==> config.mk <==
export PLATFORM = sky130hd
export DESIGN_NAME = sys_clock_power_mode_ctrl
export DESIGN_NICKNAME = d
export VERILOG_FILES = /design/src/hdl/clk_pwr_pkg.sv /design/src/hdl/sys_clock_power_mode_ctrl.sv
export SDC_FILE = /design/constraint.sdc
export NUM_CORES = 1
export LEC_CHECK = 0
export ABC_CLOCK_PERIOD_IN_PS = 1690
export BUFFER_PORTS_ARGS = -buffer_cell sky130_fd_sc_hd__buf_2
export CORE_ASPECT_RATIO = 1.1
export CORE_MARGIN = 2
export CORE_UTILIZATION = 40
export CTS_CLUSTER_DIAMETER = 60
export DETAILED_ROUTE_END_ITERATION = 10
export PLACE_DENSITY = 0.82
export SKIP_CTS_REPAIR_TIMING = 1
export SLEW_MARGIN = 20
export SYNTH_ARGS = -nofsm -noshare
export SYNTH_HDL_FRONTEND = slang
export SYNTH_SLANG_ARGS = --single-unit
export TNS_END_PERCENT = 10
==> constraint.sdc <==
create_clock -name REF_CLK_IN -period 1.69 [get_ports REF_CLK_IN]
set_input_delay 0.169 -clock REF_CLK_IN [delete_from_list [all_inputs] [get_ports REF_CLK_IN]]
set_output_delay 0.169 -clock REF_CLK_IN [all_outputs]
set_load 0.1 [all_outputs]
==> src/hdl/clk_pwr_pkg.sv <==
/*
  Shared constants for the system clock and power-mode controller:
  register offsets, field positions, reset values, mode encodings, timing.
  Assumes a single 100 MHz register clock and APB access with 32-bit data.
*/
package clk_pwr_pkg;

  // ---------------------------------------------------------------
  // register map (byte addresses)
  // ---------------------------------------------------------------
  localparam logic [11:0] SYSTEM_CLOCK_MODE_OFS = 12'h000;
  localparam logic [11:0] POWER_CONTROL_OFS = 12'h004;
  localparam logic [11:0] CLOCK_STATUS_OFS = 12'h008;

  // ---------------------------------------------------------------
  // system_clock_mode fields
  // ---------------------------------------------------------------
  localparam int DIV_SEL_LSB = 5;
  localparam int SLOW_RDY_BIT = 3;
  localparam int FAST_RDY_BIT = 2;
  localparam int IDLE_EN_BIT = 1;
  localparam int FAST_SEL_BIT = 0;
  localparam logic [2:0] DIV_SEL_RST = 3'h0;
  localparam logic IDLE_EN_RST = 1'b1;
  localparam logic FAST_SEL_RST = 1'b1;

  // ---------------------------------------------------------------
  // power control fields
  // ---------------------------------------------------------------
  localparam int KEEP_BIT = 7;
  localparam int FREQ_SEL_LSB = 4;
  localparam int LVR_FLAG_BIT = 2;
  localparam int VCTRL_FLAG_BIT = 1;
  localparam int WDT_FLAG_BIT = 0;
  localparam logic KEEP_RST = 1'b0;
  localparam logic [1:0] FREQ_SEL_RST = 2'h0;
  localparam logic HAS_FREQ_SEL = 1'b1;

  // ---------------------------------------------------------------
  // status register fields and wake pin idle level
  // ---------------------------------------------------------------
  localparam int STAT_SRC_LSB = 0;
  localparam int STAT_PWR_DOWN_BIT = 4;
  localparam int STAT_TIMEOUT_BIT = 5;
  localparam logic [7:0] PORTA_IDLE = 8'hFF;

  // ---------------------------------------------------------------
  // divider field encodings, fast oscillator frequencies and clock source codes
  // ---------------------------------------------------------------
  localparam logic [2:0] DIV_SLOW_HI = 3'h1;
  localparam logic [2:0] DIV_BY64 = 3'h2;
  localparam logic [1:0] FREQ_8M = 2'h0;
  localparam logic [1:0] FREQ_16M = 2'h1;
  localparam logic [1:0] FREQ_12M = 2'h2;
  localparam logic [2:0] SRC_SLOW = 3'h0;
  localparam logic [2:0] SRC_FAST = 3'h7;

  // ---------------------------------------------------------------
  // oscillator settling, in oscillator cycles
  // ---------------------------------------------------------------
  localparam logic [4:0] FAST_SETTLE_CYC = 5'h0F;
  localparam logic [1:0] SLOW_SETTLE_CYC = 2'h1;

  // power state, gray along run -> halted -> waking
  typedef enum logic [1:0] {
    ST_RUN = 2'b00,
    ST_HALT = 2'b01,
    ST_WAKE = 2'b11
  } pwr_state_t;

  // operating mode seen from outside
  typedef enum logic [2:0] {
    MODE_NORMAL = 3'h0,
    MODE_SLOW = 3'h1,
    MODE_IDLE_STOP = 3'h2,
    MODE_IDLE_RUN = 3'h3,
    MODE_SLEEP = 3'h4
  } op_mode_t;

endpackage

==> src/hdl/sys_clock_power_mode_ctrl.sv <==
/*
  System clock source and low-power mode controller.
  Holds the clock-mode and power-control registers behind an APB slave,
  picks the system clock source and divider, gates clocks in halt modes,
  tracks oscillator settling and keeps the reset-cause flags.
  Assumes the oscillators, divider taps and clock gates sit outside and
  that their edges arrive as one-cycle tick pulses on REF_CLK_IN.
*/
// Design decisions made here: the APB slave port and the address map.
// Function
// - with fast select low, divider 000/001 slow, 010..111 fast/64 down to /2
// - fast select high uses undivided fast clock, otherwise the divider choice
// - moving from fast to slow clock switches the fast oscillator off
// - with fast oscillator stopped no divided fast clocks reach peripherals
// - slow ready flag rises 1 to 2 slow cycles after reset or wake
// - fast ready clears at power-on and halt-stop, rises after 15-16 cycles
// - halt enters idle when idle enable set, else sleep
// - idle with clock keep runs system clock; without it both stop
// - fast frequency field: 00 8, 01 16, 10 12, 11 8 MHz
// - low-voltage reset flag set by event, cleared only by software zero or SRST_IN
// - undefined voltage-control value sets its flag and requests reset
// - watchdog-control software reset sets its flag, cleared by software zero
// - sleep stops system and time-base clocks, slow clock keeps running
// - clock-stopped idle stops system clock, time-base and slow keep running
// - clock-running idle keeps system and slow clocks, CPU halted
// - entering any halt mode clears watchdog counter, which resumes
// - entering any halt mode sets power-down flag, clears timeout flag
// - halt modes keep memory, registers and port outputs unchanged
// - unimplemented register bits read as zero
// - slow oscillator stays enabled after power-on, no way to stop it
// - wake on enabled port-A falling edge, interrupt or watchdog overflow
module sys_clock_power_mode_ctrl
  import clk_pwr_pkg::*;
(
  // clock and reset
  input wire logic REF_CLK_IN,
  input wire logic SRST_IN,
  // apb slave
  input wire logic PSEL_IN,
  input wire logic PENABLE_IN,
  input wire logic PWRITE_IN,
  input wire logic [11:0] PADDR_IN,
  input wire logic [31:0] PWDATA_IN,
  output logic [31:0] PRDATA_OUT,
  output logic PREADY_OUT,
  output logic PSLVERR_OUT,
  // oscillator edge ticks and clock safe-phase marks
  input wire logic FAST_TICK_IN,
  input wire logic SLOW_TICK_IN,
  input wire logic OLD_CLK_SAFE_IN,
  input wire logic NEW_CLK_SAFE_IN,
  // cpu and system events
  input wire logic HALT_IN,
  input wire logic [7:0] PORTA_WAKE_EN_IN,
  input wire logic [7:0] PORTA_PIN_IN,
  input wire logic IRQ_IN,
  input wire logic WDT_OVERFLOW_IN,
  input wire logic LOW_VOLTAGE_IN,
  input wire logic VCTRL_UNDEFINED_IN,
  input wire logic WDT_CTRL_RESET_IN,
  // clock controls
  output logic FAST_OSC_EN_OUT,
  output logic SLOW_OSC_EN_OUT,
  output logic [2:0] SYS_CLK_SEL_OUT,
  output logic FAST_DIV_EN_OUT,
  output logic SYS_CLK_EN_OUT,
  output logic TIMEBASE_CLK_EN_OUT,
  output logic CPU_RUN_OUT,
  output logic [1:0] FAST_FREQ_SEL_OUT,
  output logic [5:0] FAST_FREQ_MHZ_OUT,
  // watchdog, status and reset
  output logic WDT_CLEAR_OUT,
  output logic POWER_DOWN_FLAG_OUT,
  output logic WDT_TIMEOUT_FLAG_OUT,
  output logic SOFT_RESET_OUT,
  output logic HOLD_STATE_OUT,
  output logic [2:0] OP_MODE_OUT
);

  // ---------------------------------------------------------------
  // registers
  // ---------------------------------------------------------------
  logic [2:0] div_sel_reg;
  logic idle_en_reg;
  logic fast_sel_reg;
  logic keep_reg;
  logic [1:0] freq_sel_reg;
  logic lvr_flag_reg;
  logic vctrl_flag_reg;
  logic wdt_flag_reg;
  logic slow_rdy_reg;
  logic fast_rdy_reg;
  logic [1:0] slow_cnt_reg;
  logic [4:0] fast_cnt_reg;
  pwr_state_t state_reg;
  pwr_state_t state_next;
  logic [2:0] cur_src_reg;
  logic pwr_down_reg;
  logic wdt_timeout_reg;
  logic [7:0] porta_prev_reg;
  logic wr_en;
  logic wr_mode;
  logic wr_ctrl;
  logic want_fast;
  logic cur_fast;
  logic halted;
  logic wake;
  logic [2:0] want_src;

  // ---------------------------------------------------------------
  // apb decode
  // ---------------------------------------------------------------
  // single-cycle access phase keeps the master's wait trivial
  assign PREADY_OUT = 1'b1;
  assign wr_en = PSEL_IN & PENABLE_IN & PWRITE_IN;
  assign wr_mode = wr_en & (PADDR_IN == SYSTEM_CLOCK_MODE_OFS);
  assign wr_ctrl = wr_en & (PADDR_IN == POWER_CONTROL_OFS);
  assign PSLVERR_OUT = PSEL_IN & PENABLE_IN & (PADDR_IN != SYSTEM_CLOCK_MODE_OFS)
    & (PADDR_IN != POWER_CONTROL_OFS) & (PADDR_IN != CLOCK_STATUS_OFS);

  // read data is registered; other bits read zero
  // loading it in the setup cycle lets the access phase end with no wait state
  always_ff @(posedge REF_CLK_IN) begin
    if (SRST_IN) begin
      PRDATA_OUT <= 32'h0;
    end else if (PSEL_IN & ~PENABLE_IN & ~PWRITE_IN) begin
      PRDATA_OUT <= 32'h0;
      case (PADDR_IN)
        SYSTEM_CLOCK_MODE_OFS: begin
          PRDATA_OUT[DIV_SEL_LSB +: 3] <= div_sel_reg;
          PRDATA_OUT[SLOW_RDY_BIT] <= slow_rdy_reg;
          PRDATA_OUT[FAST_RDY_BIT] <= fast_rdy_reg;
          PRDATA_OUT[IDLE_EN_BIT] <= idle_en_reg;
          PRDATA_OUT[FAST_SEL_BIT] <= fast_sel_reg;
        end
        POWER_CONTROL_OFS: begin
          PRDATA_OUT[KEEP_BIT] <= keep_reg;
          PRDATA_OUT[FREQ_SEL_LSB +: 2] <= freq_sel_reg;
          PRDATA_OUT[LVR_FLAG_BIT] <= lvr_flag_reg;
          PRDATA_OUT[VCTRL_FLAG_BIT] <= vctrl_flag_reg;
          PRDATA_OUT[WDT_FLAG_BIT] <= wdt_flag_reg;
        end
        CLOCK_STATUS_OFS: begin
          PRDATA_OUT[STAT_SRC_LSB +: 3] <= cur_src_reg;
          PRDATA_OUT[STAT_PWR_DOWN_BIT] <= pwr_down_reg;
          PRDATA_OUT[STAT_TIMEOUT_BIT] <= wdt_timeout_reg;
        end
        default: begin
          PRDATA_OUT <= 32'h0;
        end
      endcase
    end
  end

  // ---------------------------------------------------------------
  // mode register; ready bits are not written here
  // ---------------------------------------------------------------
  always_ff @(posedge REF_CLK_IN) begin
    if (SRST_IN) begin
      div_sel_reg <= DIV_SEL_RST;
      idle_en_reg <= IDLE_EN_RST;
      fast_sel_reg <= FAST_SEL_RST;
    end else if (wr_mode) begin
      div_sel_reg <= PWDATA_IN[DIV_SEL_LSB +: 3];
      idle_en_reg <= PWDATA_IN[IDLE_EN_BIT];
      fast_sel_reg <= PWDATA_IN[FAST_SEL_BIT];
    end
  end

  // control register fields
  always_ff @(posedge REF_CLK_IN) begin
    if (SRST_IN) begin
      keep_reg <= KEEP_RST;
      freq_sel_reg <= FREQ_SEL_RST;
    end else if (wr_ctrl) begin
      keep_reg <= PWDATA_IN[KEEP_BIT];
      if (HAS_FREQ_SEL) begin
        freq_sel_reg <= PWDATA_IN[FREQ_SEL_LSB +: 2];
      end
    end
  end

  // ---------------------------------------------------------------
  // reset-cause flags: hardware set wins over a software clear
  // ---------------------------------------------------------------
  always_ff @(posedge REF_CLK_IN) begin
    if (SRST_IN) begin
      lvr_flag_reg <= 1'b0;
      vctrl_flag_reg <= 1'b0;
      wdt_flag_reg <= 1'b0;
    end else begin
      if (LOW_VOLTAGE_IN) begin
        lvr_flag_reg <= 1'b1;
      end else if (wr_ctrl & ~PWDATA_IN[LVR_FLAG_BIT]) begin
        lvr_flag_reg <= 1'b0;
      end
      if (VCTRL_UNDEFINED_IN) begin
        vctrl_flag_reg <= 1'b1;
      end else if (wr_ctrl & ~PWDATA_IN[VCTRL_FLAG_BIT]) begin
        vctrl_flag_reg <= 1'b0;
      end
      if (WDT_CTRL_RESET_IN) begin
        wdt_flag_reg <= 1'b1;
      end else if (wr_ctrl & ~PWDATA_IN[WDT_FLAG_BIT]) begin
        wdt_flag_reg <= 1'b0;
      end
    end
  end

  // flags survive the soft reset, so it must not be SRST_IN itself
  assign SOFT_RESET_OUT = VCTRL_UNDEFINED_IN | WDT_CTRL_RESET_IN;

  // ---------------------------------------------------------------
  // power state machine
  // ---------------------------------------------------------------
  // falling edges only; the pin history resets to the idle high so no edge follows reset
  assign wake = (|(PORTA_WAKE_EN_IN & porta_prev_reg & ~PORTA_PIN_IN))
    | IRQ_IN | WDT_OVERFLOW_IN;

  always_comb begin
    state_next = state_reg;
    case (state_reg)
      ST_RUN: begin
        if (HALT_IN) begin
          state_next = ST_HALT;
        end
      end
      ST_HALT: begin
        if (wake) begin
          state_next = ST_WAKE;
        end
      end
      ST_WAKE: begin
        // cpu resumes once the chosen source is settled
        if (cur_fast ? fast_rdy_reg : slow_rdy_reg) begin
          state_next = ST_RUN;
        end
      end
      default: begin
        state_next = ST_RUN;
      end
    endcase
  end

  always_ff @(posedge REF_CLK_IN) begin
    if (SRST_IN) begin
      state_reg <= ST_RUN;
      porta_prev_reg <= PORTA_IDLE;
    end else begin
      state_reg <= state_next;
      porta_prev_reg <= PORTA_PIN_IN;
    end
  end

  assign halted = (state_reg == ST_HALT);

  // power-down and timeout status
  always_ff @(posedge REF_CLK_IN) begin
    if (SRST_IN) begin
      pwr_down_reg <= 1'b0;
      wdt_timeout_reg <= 1'b0;
    end else if (state_reg == ST_RUN && HALT_IN) begin
      pwr_down_reg <= 1'b1;
      wdt_timeout_reg <= 1'b0;
    end else if (halted && WDT_OVERFLOW_IN) begin
      wdt_timeout_reg <= 1'b1;
    end
  end

  // one-cycle watchdog clear on halt entry
  always_ff @(posedge REF_CLK_IN) begin
    if (SRST_IN) begin
      WDT_CLEAR_OUT <= 1'b0;
    end else begin
      WDT_CLEAR_OUT <= (state_reg == ST_RUN) & HALT_IN;
    end
  end

  // ---------------------------------------------------------------
  // clock source choice and glitch-free switch
  // ---------------------------------------------------------------
  always_comb begin
    if (fast_sel_reg) begin
      want_src = SRC_FAST;
    end else if (div_sel_reg <= DIV_SLOW_HI) begin
      want_src = SRC_SLOW;
    end else begin
      want_src = div_sel_reg - DIV_BY64 + 3'h1;
    end
  end
  // encoding: 0 slow, 1..6 fast/64../2, 7 fast undivided
  assign want_fast = (want_src != SRC_SLOW);
  assign cur_fast = (cur_src_reg != SRC_SLOW);

  // switch only when both clocks sit in a safe phase
  // waiting for fast ready on the way up keeps an unsettled oscillator off the system clock
  always_ff @(posedge REF_CLK_IN) begin
    if (SRST_IN) begin
      cur_src_reg <= SRC_FAST;
    end else if (want_src != cur_src_reg && OLD_CLK_SAFE_IN && NEW_CLK_SAFE_IN
      && (!want_fast || fast_rdy_reg)) begin
      cur_src_reg <= want_src;
    end
  end
  assign SYS_CLK_SEL_OUT = cur_src_reg;

  // fast osc off on the slow clock or in the stopped halt modes
  assign FAST_OSC_EN_OUT = (cur_fast | want_fast) & ~(halted & ~(idle_en_reg & keep_reg));
  assign FAST_DIV_EN_OUT = FAST_OSC_EN_OUT & fast_rdy_reg;
  assign SLOW_OSC_EN_OUT = 1'b1;

  // ---------------------------------------------------------------
  // oscillator settling counters
  // ---------------------------------------------------------------
  // slow side restarts on wake; it never stops so only resettles
  always_ff @(posedge REF_CLK_IN) begin
    if (SRST_IN || (halted && wake)) begin
      slow_cnt_reg <= 2'h0;
      slow_rdy_reg <= 1'b0;
    end else if (SLOW_TICK_IN && !slow_rdy_reg) begin
      slow_cnt_reg <= slow_cnt_reg + 2'h1;
      slow_rdy_reg <= (slow_cnt_reg == SLOW_SETTLE_CYC);
    end
  end

  // any stop of the oscillator restarts the count, so the flag never outlives it
  always_ff @(posedge REF_CLK_IN) begin
    if (SRST_IN || !FAST_OSC_EN_OUT) begin
      fast_cnt_reg <= 5'h0;
      fast_rdy_reg <= 1'b0;
    end else if (FAST_TICK_IN && !fast_rdy_reg) begin
      fast_cnt_reg <= fast_cnt_reg + 5'h1;
      fast_rdy_reg <= (fast_cnt_reg == FAST_SETTLE_CYC);
    end
  end

  // ---------------------------------------------------------------
  // clock gates and mode report
  // ---------------------------------------------------------------
  assign CPU_RUN_OUT = (state_reg == ST_RUN);
  assign HOLD_STATE_OUT = ~CPU_RUN_OUT;
  assign SYS_CLK_EN_OUT = ~halted | (idle_en_reg & keep_reg);
  assign TIMEBASE_CLK_EN_OUT = ~halted | idle_en_reg;
  assign POWER_DOWN_FLAG_OUT = pwr_down_reg;
  assign WDT_TIMEOUT_FLAG_OUT = wdt_timeout_reg;

  always_comb begin
    if (!halted) begin
      OP_MODE_OUT = cur_fast ? MODE_NORMAL : MODE_SLOW;
    end else if (!idle_en_reg) begin
      OP_MODE_OUT = MODE_SLEEP;
    end else if (keep_reg) begin
      OP_MODE_OUT = MODE_IDLE_RUN;
    end else begin
      OP_MODE_OUT = MODE_IDLE_STOP;
    end
  end

  // frequency decode in MHz
  // the spare code repeats 8 MHz so every field value names a real speed
  assign FAST_FREQ_SEL_OUT = freq_sel_reg;
  always_comb begin
    case (freq_sel_reg)
      FREQ_8M: FAST_FREQ_MHZ_OUT = 6'h08;
      FREQ_16M: FAST_FREQ_MHZ_OUT = 6'h10;
      FREQ_12M: FAST_FREQ_MHZ_OUT = 6'h0C;
      default: FAST_FREQ_MHZ_OUT = 6'h08;
    endcase
  end

endmodule // sys_clock_power_mode_ctrl

* After elaboration in Yosys (flattened, before gate mapping)
Cells that the tools add are included.
Word-level totals: flip-flop bits (word level) 44, input port bits 75, output and inout port bits 59, logic and storage cells 123
Cells by class: $add $sub $neg 4, order comparisons 1, equality and inequality tests 14, mux-type cells 24, bitwise logic cells 35, reductions and logical operators 26
Operators with widths (count):
- AND 1 bit | 17
- AND 8 bit | 2
- equality test 12 x 3 -> 1 bit, second input constant | 1
- equality test 12 x 4 -> 1 bit, second input constant | 1
- logical NOT 12 bit | 1
- 2-to-1 mux 3 bit | 4
- inequality test 12 x 3 -> 1 bit, second input constant | 1
- inequality test 12 x 4 -> 1 bit, second input constant | 1
- nonzero test 12 bit | 1
- 2-to-1 mux 1 bit | 11
- one-hot mux 5 bit (2 select lines) | 1
- inverter 1 bit | 9
- one-hot mux 3 bit (3 select lines) | 1
- logical AND 1 bit | 8
- inverter 8 bit | 1
- OR reduction 8 bit | 1
- equality test 2 x 1 -> 1 bit, second input constant | 3
- 2-to-1 mux 2 bit | 3
- OR 1 bit | 6
- one-hot mux 2 bit (3 select lines) | 1
- nonzero test 2 bit | 3
- nonzero test 3 bit | 2
- adder 5 x 1 -> 5 bit, second input constant | 1
- equality test 5 x 4 -> 1 bit, second input constant | 1
- 15 further kinds | 23

* Depth between registers and ports, before layout
Gate-level depths: netlist (run 1).
depth after elaboration 9, depth in mapped cells 6, mapped depth without buffers 6

* Worst setup path before layout (run 1)
Ideal clock, no wire load.
kind reg2out, from register cur_src_reg[0], in the netlist SYS_CLK_SEL_OUT[0], to output FAST_DIV_EN_OUT, arrival 3678 ps, required time 1521 ps, slack -2157 ps, cell stages (with the launch flop) 4, path buffers 0, cells stage by stage dfxtp_1 > nor3_1 > a21oi_1 > and2_1
On the way: cells in the longest elaborated chain, start to end 4
RTL lines:
- from (decl) | RTL line sys_clock_power_mode_ctrl.sv:97 | logic [2:0] cur_src_reg;
- from (signal assigned) | RTL line sys_clock_power_mode_ctrl.sv:302 | cur_src_reg <= want_src;
- nonzero test 3 bit | RTL line sys_clock_power_mode_ctrl.sv:293 | assign cur_fast = (cur_src_reg != SRC_SLOW);
- OR 1 bit | RTL line sys_clock_power_mode_ctrl.sv:308 | assign FAST_OSC_EN_OUT = (cur_fast | want_fast) & ~(halted & ~(idle_en_reg & keep_reg));
- AND 1 bit | RTL line sys_clock_power_mode_ctrl.sv:308
- via FAST_OSC_EN_OUT | RTL line sys_clock_power_mode_ctrl.sv:62 | output logic FAST_OSC_EN_OUT,
- AND 1 bit | RTL line sys_clock_power_mode_ctrl.sv:309 | assign FAST_DIV_EN_OUT = FAST_OSC_EN_OUT & fast_rdy_reg;
- to (decl) | RTL line sys_clock_power_mode_ctrl.sv:65 | output logic FAST_DIV_EN_OUT,
The timed path passes the listed nets, and every way through them passes these cells.

* Final worst setup path (run 1)
from register div_sel_reg[1], to output FAST_DIV_EN_OUT
On the way: cells in the longest elaborated chain, start to end 8, elaborated cells on any way between the ends 9, classes of those cells add/sub: 2; order compare: 1; mux: 2; bitwise: 3; reduce/logical: 1
RTL lines:
- from (decl) | RTL line sys_clock_power_mode_ctrl.sv:83 | logic [2:0] div_sel_reg;
- from (signal assigned) | RTL line sys_clock_power_mode_ctrl.sv:164 | div_sel_reg <= PWDATA_IN[DIV_SEL_LSB +: 3];
- subtractor 3 x 2 -> 3 bit | RTL line sys_clock_power_mode_ctrl.sv:288 | want_src = div_sel_reg - DIV_BY64 + 3'h1;
- adder 3 x 1 -> 3 bit | RTL line sys_clock_power_mode_ctrl.sv:288
- 2-to-1 mux 3 bit * | RTL line sys_clock_power_mode_ctrl.sv:285 | end else if (div_sel_reg <= DIV_SLOW_HI) begin
- 2-to-1 mux 3 bit * | RTL line sys_clock_power_mode_ctrl.sv:283 | if (fast_sel_reg) begin
- nonzero test 3 bit * | RTL line sys_clock_power_mode_ctrl.sv:292 | assign want_fast = (want_src != SRC_SLOW);
- OR 1 bit * | RTL line sys_clock_power_mode_ctrl.sv:308
- AND 1 bit * | RTL line sys_clock_power_mode_ctrl.sv:308
- AND 1 bit * | RTL line sys_clock_power_mode_ctrl.sv:309
Mark *: on every way between the ends. The rest lies on a longest branch, timed or not.

==> flow_metrics.env, run 1 <==
export IMPL_syn2layout_area_growth_pct=30.7
export IMPL_utilization_pct=53.5
export IMPL_hold_slack_ns=0.0652
export IMPL_crit_chain="inv_6 -> ha_4 -> o21bai_4 -> o2bb2ai_4 -> a21oi_4 -> and2_4 -> buf_12"
export IMPL_yosysWarningCount=0
export IMPL_fin_crit_ns=1.91
export IMPL_crit_fanout=4
export IMPL_grt_use_total_pct=16.8
export IMPL_die_w_um=76.8
export IMPL_synthTopCellsByCount="dfxtp_1 (44), nor2_1 (31), buf_4 (30)"
export IMPL_ir_drop_v=0.000441
export IMPL_syn_area_um2=2330
export IMPL_grt_pass1_vias=1952
export IMPL_status="finished, violations left"
export IMPL_ant_nets=0
export IMPL_synth_edf_count=0
export IMPL_antenna_found_initial=1
export IMPL_combPwrFrac_pct=30.2
export IMPL_critical_path_class="reg2out"
export IMPL_yosysTopAreaCell="dfxtp_1"
export IMPL_gp_congestion=0.870
export IMPL_synthCells=270
export IMPL_grt_remaining_overflow=0
export IMPL_grt_first_pass_wirelength_mm=8.80
export IMPL_clock_power_share_pct=27.9
export IMPL_slowest_stage="dfxtp_4"
export IMPL_via_per_inst=4.80
export IMPL_setup_viol=4
export IMPL_clock_path_buffers=2
export IMPL_nets=435
export IMPL_violations="negative setup slack"
export IMPL_numCtsBuffers=5
export IMPL_rows=29
export IMPL_routed_wl_mm=5.36
export IMPL_io_pins=134
export IMPL_postSynthAreaPerCell_um2=8.64
export IMPL_synth_area_leaders="dfxtp_1 (38%), buf_4 (9.7%), mux2i_1 (7.3%)"
export IMPL_p_per_area_nw_per_um2=853
export IMPL_ys_ff_latch=44
export IMPL_coreArea_um2=5700
export IMPL_die_area_um2=6460
export IMPL_max_freq_mhz=524
export IMPL_intPower_mw=1.62
export IMPL_final_max_slew_viol_count=0
export IMPL_start_util_pct=40.9
export IMPL_wl_per_cell_um=12.4
export IMPL_grt_start_max_net_pins=24
export IMPL_rsz0062_at_grt="yes"
export IMPL_port_buffers=79
export IMPL_synth_top_area_share_pct=37.8
export IMPL_cp_required_ns=1.52
export IMPL_placed_area_um2=2910
export IMPL_hold_viol=0
export IMPL_cts_root_buffer="clkbuf_8"
export IMPL_die_height_um=84.1
export IMPL_vias=2080
export IMPL_insertion_delay_ns=0.30
export IMPL_cts_tree="done"
export IMPL_synth_ff_type="dfxtp_1"
export IMPL_numClockSinks=44
export IMPL_drtIter0Drc=85
export IMPL_dp_hpwl_mm=4.38
export IMPL_holdCritPathClass="in2reg"
export IMPL_ys_seq_area_share_pct=37.8
export IMPL_critPathLaunchType="flop"
export IMPL_crit_path_end_kind="output port"
export IMPL_fin_area_um2=3050
export IMPL_fin_crit_sh_pct=113
export IMPL_drcViolationCount=0
export IMPL_yosysMostFrequentCell="dfxtp_1"
export IMPL_cp_data_arrival_time_ns=1.74
export IMPL_maxCapViolCount=0
export IMPL_swShare_pct=37.8
export IMPL_layout_drive_gt1_share_pct=38.2
export IMPL_critPathMaxStageDelay_ns=0.40
export IMPL_cts_htree_levels=2
export IMPL_p_leak_nw=1.36
export IMPL_drt_pass1_iterations=4
export IMPL_synthArstFlopShare_pct=0
export IMPL_diodes=0
export IMPL_synth_cell_types=44
export IMPL_fin_ws_ns=-0.218
export IMPL_clkTransAtPathRegs_ns=0.09
export IMPL_switchingPower_mw=0.983
export IMPL_p_seq_share_pct=41.9
export IMPL_finalClockSkew_ns=0.0119
[cells in the final DEF (no fill, tap or decap), drive strengths merged, types with 5 or more instances in the layout]
master   netlist  layout
a211oi         5       5
a21oi         13      13
a22oi          5       5
buf           34      91
clkbuf         6       8
conb           2      29
dfxtp         44      44
ha             5       5
inv           11       9
mux2i         17      17
nand2         17      17
nand3b         6       6
nand4          5       5
nor2          31      31
nor2b          7       7
nor3           8       8
o2bb2ai        5       5
or2            9       9
[critical path, delay by kind of cell, from the launching register on]
kind | cells | cell delay, ns
fa+ha+maj | 1 | 0.15
compound gates | 3 | 0.50
buf+inv | 2 | 0.22
flops | 1 | 0.40
simple gates | 1 | 0.17
[layer usage]
layer  global-route usage, %  wire [um]  vias to the layer above
met5                       0          7                        -
met4                    3.47         40                        2
met3                    5.19        409                        8
met2                    29.1       2570                       74
met1                    20.6       2330                      960
li1                        -          -                     1036
[power groups by stage]
stage	clock network [mW]	registers, mW	logic (mW)
6_report	0.725	1.09	0.787
5_1_grt	0.790	1.09	0.825
4_1_cts	0.747	1.09	0.779
3_5_place_dp	0	1.11	0.778
3_3_place_gp	0	1.11	0.769
2_1_floorplan	0	1.16	0.630
[path summary, 6_finish.rpt]
check / start / to / slack (ns) / cells after the start
worst min-delay path: PORTA_PIN_IN[1] / porta_prev_reg[1] / 0.07 / 2
worst max register to register: div_sel_reg[1] / SYS_CLK_SEL_OUT[0] / 0 / 8
worst min register to register: PRDATA_OUT[3] / PRDATA_OUT[3] / 0.46 / 2
worst max-delay path: div_sel_reg[1] / FAST_DIV_EN_OUT / -0.22 / 7
[stage by stage]
step / TNS (ns) / power (mW) / std cells / setup slack (ns)
CTS: -0.679 / 2.62 / 431 / -0.300
detailed placement: -1.00 / 1.89 / 423 / -0.167
finish: -0.419 / 2.60 / 433 / -0.218
global route: -0.720 / 2.71 / 433 / -0.280
floorplan: -2.06 / 1.79 / 297 / -0.400
global placement: -0.758 / 1.88 / 423 / -0.105
[layout make-up]
class                   count  area (um2)
clock buffers               8         101
flip-flops and latches     44         902
well taps                  77        96.3
repair buffers             91         563
multi-input cells         201        1330
fillers                   535        2650
inverters                  12        60.1
[kinds of logic after synthesis]
kind of cell / count (synthesis) / share of synthesized area [%]
XOR/XNOR: 5 / 1.88
other: 2 / 0.322
AO/OA/AOI/OAI: 44 / 12.9
flip-flops: 44 / 37.8
adder cells (fa/ha/maj): 5 / 2.68
AND/OR/NAND/NOR: 101 / 22.9
multiplexers: 17 / 7.30
buffers and inverters: 52 / 14.2
Power figures use the tool's default switching activity.
==> inputs of run 2 (changes only) <==
--- a/config.mk
+++ b/config.mk
@@ -12,7 +12,7 @@
 export CORE_UTILIZATION = 40
 export CTS_CLUSTER_DIAMETER = 60
 export DETAILED_ROUTE_END_ITERATION = 10
-export PLACE_DENSITY = 0.82
+export PLACE_DENSITY = 0.84
 export SKIP_CTS_REPAIR_TIMING = 1
 export SLEW_MARGIN = 20
 export SYNTH_ARGS = -nofsm -noshare
==> flow_metrics.env, run 2 (synthesis results as in run 1) <==
export IMPL_max_slew_margin_rel_pct=63.2
export IMPL_drt_pass1_iterations=5
export IMPL_seqCellArea_um2=902
export IMPL_hold_viol=0
export IMPL_p_per_area_nw_per_um2=839
export IMPL_violations="negative setup slack"
export IMPL_antenna_found_initial=0
export IMPL_numClockSinks=44
export IMPL_tightest_slew_ns=0.538
export IMPL_hold_slack_ns=0.0554
export IMPL_grt_first_pass_wirelength_mm=8.87
export IMPL_crit_fanout=4
export IMPL_cp_required_ns=1.52
export IMPL_switchingPower_mw=1.00
export IMPL_cts_tree="done"
export IMPL_port_buffers=79
export IMPL_critPathMaxStageDelay_ns=0.38
export IMPL_final_cell_mix="buf_2 (73), dfxtp_1 (37), nor2_1 (29), conb_1 (29), nand2_1 (17)"
export IMPL_fin_crit_sh_pct=113
export IMPL_insertion_delay_ns=0.31
export IMPL_clkTransAtPathRegs_ns=0.09
export IMPL_grt_use_total_pct=17.1
export IMPL_maxCapViolCount=0
export IMPL_syn2layout_area_growth_pct=31.5
export IMPL_drcViolationCount=0
export IMPL_vias=2131
export IMPL_via_per_inst=4.89
export IMPL_gp_congestion=0.844
export IMPL_cts_htree_levels=2
export IMPL_critical_path_class="reg2out"
export IMPL_ant_nets=0
export IMPL_clock_power_share_pct=26.9
export IMPL_cts_root_buffer="clkbuf_8"
export IMPL_critPathLaunchType="flop"
export IMPL_crit_path_end_kind="output port"
export IMPL_dp_cells=423
export IMPL_routed_wl_mm=5.64
export IMPL_status="finished, violations left"
export IMPL_combPwrFrac_pct=30.7
export IMPL_drtIter0Drc=67
export IMPL_rows=29
export IMPL_grt_remaining_overflow=0
export IMPL_fin_ws_ns=-0.218
export IMPL_multi_input_comb_area_um2=1330
export IMPL_io_pins=134
export IMPL_intPower_mw=1.57
export IMPL_rsz0062_at_grt="yes"
export IMPL_die_w_um=76.8
export IMPL_layout_drive_gt1_share_pct=39.3
export IMPL_finalClockSkew_ns=0.0101
export IMPL_final_max_slew_viol_count=0
export IMPL_start_util_pct=40.9
export IMPL_swShare_pct=39.1
export IMPL_layout_cells_most_common="buf_2"
export IMPL_wl_per_cell_um=12.9
export IMPL_r2r_slack_ns=-0.01
export IMPL_die_area_um2=6460
export IMPL_diodes=0
export IMPL_coreArea_um2=5700
export IMPL_crit_chain="inv_4 -> ha_4 -> o21bai_4 -> o2bb2ai_4 -> a21oi_4 -> and2_4 -> buf_12"
export IMPL_cp_data_arrival_time_ns=1.74
export IMPL_dp_hpwl_mm=4.39
export IMPL_ir_drop_v=0.000531
export IMPL_die_height_um=84.1
export IMPL_slowest_stage="dfxtp_4"
export IMPL_holdCritPathClass="in2reg"
export IMPL_finalNonFillerCells=436
export IMPL_clock_path_buffers=2
export IMPL_setup_viol=4
export IMPL_fin_crit_ns=1.91
export IMPL_p_seq_share_pct=42.4
export IMPL_grt_pass1_vias=1983
export IMPL_p_leak_nw=1.36
export IMPL_grt_start_max_net_pins=25
export IMPL_max_freq_mhz=524
export IMPL_nets=438
export IMPL_fillers=537
export IMPL_numCtsBuffers=5
[run 2: stage by stage]
step                TNS [ns]  instance area [um2]  worst slack (ns)  util [%]  total power, mW
floorplan              -2.06                 2560            -0.400         -             1.79
global placement      -0.792                 2910            -0.109      51.2             1.88
detailed placement    -0.975                 2910            -0.133      51.2             1.90
CTS                   -0.578                 3010            -0.291      52.8             2.58
global route          -0.648                 3070            -0.255      53.9             2.67
finish                -0.436                 3070            -0.218      53.9             2.57
[run 2: routing by layer]
layer | track usage (%) | part of all wire [%] | vias to the layer above
li1 | - | - | 1045
met2 | 27.9 | 46 | 105
met1 | 21.6 | 43 | 971
met3 | 4.65 | 8.9 | 10
met5 | 0 | 0 | -
met4 | 5.79 | 1.8 | 0
[run 2: final cells by class]
type / instances / area share, %
Timing Repair Buffer: 94 / 19.1
Inverter: 12 / 1.88
Multi-Input combinational cell: 201 / 43.4
Tap cell: 77 / 3.14
Clock buffer: 7 / 2.81
Sequential cell: 44 / 29.4
Clock inverter: 1 / 0.245
[run 2: power groups by stage]
stage	Clock [mW]	Combinational, mW	Sequential, mW
2_1_floorplan	0	0.630	1.16
3_3_place_gp	0	0.771	1.11
3_5_place_dp	0	0.780	1.12
4_1_cts	0.705	0.782	1.09
5_1_grt	0.742	0.828	1.09
6_report	0.691	0.790	1.09
[run 2: path summary, 6_finish.rpt]
path,start,to,cells after the start
hold reg to reg,PRDATA_OUT[4],PRDATA_OUT[4],2
setup / recovery,div_sel_reg[1],FAST_DIV_EN_OUT,7
hold / removal,PORTA_PIN_IN[3],porta_prev_reg[3],2
setup reg to reg,div_sel_reg[1],SYS_CLK_SEL_OUT[2],8
[run 2: critical path, delay by kind of cell (launching register included)]
family                     cells  cell delay, ns
adders and majority gates      1            0.15
and+or+nand+nor                1            0.17
DFF                            1            0.38
AOI/OAI and AO/OA              3            0.52
buffers and inverters          2            0.22
==> inputs of run 3 (changes only) <==
--- a/config.mk
+++ b/config.mk
@@ -6,9 +6,8 @@
 export NUM_CORES = 1
 export LEC_CHECK = 0
 export ABC_CLOCK_PERIOD_IN_PS = 1690
-export BUFFER_PORTS_ARGS = -buffer_cell sky130_fd_sc_hd__buf_2
+export BUFFER_PORTS_ARGS = -buffer_cell sky130_fd_sc_hd__buf_4
 export CORE_ASPECT_RATIO = 1.1
-export CORE_MARGIN = 2
 export CORE_UTILIZATION = 40
 export CTS_CLUSTER_DIAMETER = 60
 export DETAILED_ROUTE_END_ITERATION = 10
==> flow_metrics.env, run 3 (synthesis results as in run 1) <==
export IMPL_ant_nets=0
export IMPL_slowest_stage="dfxtp_4"
export IMPL_rsz0062_at_grt="yes"
export IMPL_endpoint="FAST_DIV_EN_OUT"
export IMPL_fin_crit_ns=1.86
export IMPL_layout_drive_gt1_share_pct=39.2
export IMPL_crit_path_start="div_sel_reg[0]"
export IMPL_critical_path_class="reg2out"
export IMPL_io_pins=134
export IMPL_drtIter0Drc=99
export IMPL_numCtsBuffers=5
export IMPL_setup_viol=3
export IMPL_final_cell_mix="buf_4 (93), dfxtp_1 (36), nor2_1 (29), conb_1 (29)"
export IMPL_grt_remaining_overflow=0
export IMPL_crit_fanout=4
export IMPL_critPathMaxStageDelay_ns=0.40
export IMPL_cts_htree_levels=2
export IMPL_grt_start_max_net_pins=26
export IMPL_max_freq_mhz=537
export IMPL_place_worst_setup_slack_ns=-0.199
export IMPL_swShare_pct=38.7
export IMPL_cp_required_ns=1.52
export IMPL_gp_congestion=0.785
export IMPL_dp_hpwl_mm=4.43
export IMPL_grt_pass1_vias=1946
export IMPL_start_util_pct=42.4
export IMPL_diodes=0
export IMPL_grt_use_total_pct=18.6
export IMPL_layout_cells_most_common="buf_4"
export IMPL_port_buffers=79
export IMPL_die_height_um=82.1
export IMPL_clock_path_buffers=2
export IMPL_combPwrFrac_pct=31.9
export IMPL_via_per_inst=4.91
export IMPL_coreArea_um2=5500
export IMPL_hold_viol=0
export IMPL_fin_crit_sh_pct=110
export IMPL_switchingPower_mw=0.978
export IMPL_utilization_pct=58.3
export IMPL_r2r_slack_ns=0.04
export IMPL_clkTransAtPathRegs_ns=0.08
export IMPL_intPower_mw=1.55
export IMPL_holdCritPathClass="in2reg"
export IMPL_status="finished, violations left"
export IMPL_final_max_slew_viol_count=0
export IMPL_r2r_start="div_sel_reg[1]"
export IMPL_p_leak_nw=1.42
export IMPL_cts_root_buffer="clkbuf_8"
export IMPL_ir_drop_v=0.000518
export IMPL_hold_slack_ns=0.0625
export IMPL_critPathLaunchType="flop"
export IMPL_maxCapViolCount=0
export IMPL_p_per_area_nw_per_um2=788
export IMPL_routed_wl_mm=5.62
export IMPL_fin_ws_ns=-0.173
export IMPL_rr_worst_depth=7
export IMPL_crit_path_end_kind="output port"
export IMPL_die_area_um2=6140
export IMPL_cts_tree="done"
export IMPL_antenna_found_initial=0
export IMPL_nets=439
export IMPL_p_seq_share_pct=43.2
export IMPL_numClockSinks=44
export IMPL_cp_data_arrival_time_ns=1.69
export IMPL_reg2reg_to="fast_cnt_reg[4]"
export IMPL_grt_first_pass_wirelength_mm=8.65
export IMPL_violations="negative setup slack"
export IMPL_insertion_delay_ns=0.29
export IMPL_clock_power_share_pct=24.8
export IMPL_wl_per_cell_um=12.9
export IMPL_syn2layout_area_growth_pct=37.4
export IMPL_die_w_um=74.8
export IMPL_totalPowerFinal_mw=2.53
export IMPL_drt_pass1_iterations=5
export IMPL_vias=2134
export IMPL_finalClockSkew_ns=0.00871
export IMPL_crit_chain="inv_4 -> ha_4 -> nand3b_1 -> o2bb2ai_4 -> a21oi_4 -> and2_4 -> buf_12"
export IMPL_fillers=496
export IMPL_rows=28
export IMPL_drcViolationCount=0
-- run 3: changes by cell type in the layout (fill, tap and decap cells not counted), sizes merged --
cell / change
clkbuf: -1
clkinvlp: -1
clkinv: +1
buf: +2
-- run 3: worst min-delay path by stage --
stage	start	slack [ns]	to	depth (start not counted)
detailed placement	PORTA_PIN_IN[0]	0.36	porta_prev_reg[0]	2
floorplan	PORTA_PIN_IN[0]	0.27	porta_prev_reg[0]	1
CTS	PORTA_PIN_IN[0]	0.06	porta_prev_reg[0]	2
finish	PORTA_PIN_IN[0]	0.06	porta_prev_reg[0]	2
global route	PORTA_PIN_IN[2]	0.06	porta_prev_reg[2]	2
global placement	PORTA_PIN_IN[7]	0.36	porta_prev_reg[7]	2
-- run 3: layer usage --
layer  global-route usage [%]  vias to the layer above  wire length (um)
met1                     23.4                      975              2390
li1                         -                     1047                 -
met5                        0                        -                 0
met3                     4.54                       11               457
met4                     4.15                        0               103
met2                     31.8                      101              2670
-- run 3: critical path, delay by kind of cell (launching register included) --
kind	cells	cell delay, ns
fa+ha+maj	1	0.25
simple gates	2	0.27
flops	1	0.40
buf+inv	2	0.21
compound gates	2	0.27
-- run 3: power by group through the flow --
stage / logic (mW) / clock network (mW) / registers [mW]
final: 0.807 / 0.628 / 1.09
after global routing: 0.852 / 0.687 / 1.10
after CTS: 0.799 / 0.642 / 1.09
after detailed placement: 0.798 / 0 / 1.12
after global placement: 0.788 / 0 / 1.11
after floorplan: 0.630 / 0 / 1.16
-- run 3: cell type report --
cell class	count	area, um2	share of cell area [%]
well taps	75	93.8	2.93
flip-flops and latches	44	903	28.2
repair buffers	95	729	22.8
clock buffers	7	76.3	2.38
clock inverters	1	5.00	0.156
inverters	12	57.6	1.80
multi-input cells	201	1340	41.8
-- run 3: metrics by stage --
step	cells	TNS, ns	instance area, um2
after floorplan	297	-2.06	2560
after global placement	425	-0.904	3060
after detailed placement	425	-1.37	3060
after CTS	433	-0.555	3150
after global routing	435	-0.573	3210
final	435	-0.377	3210
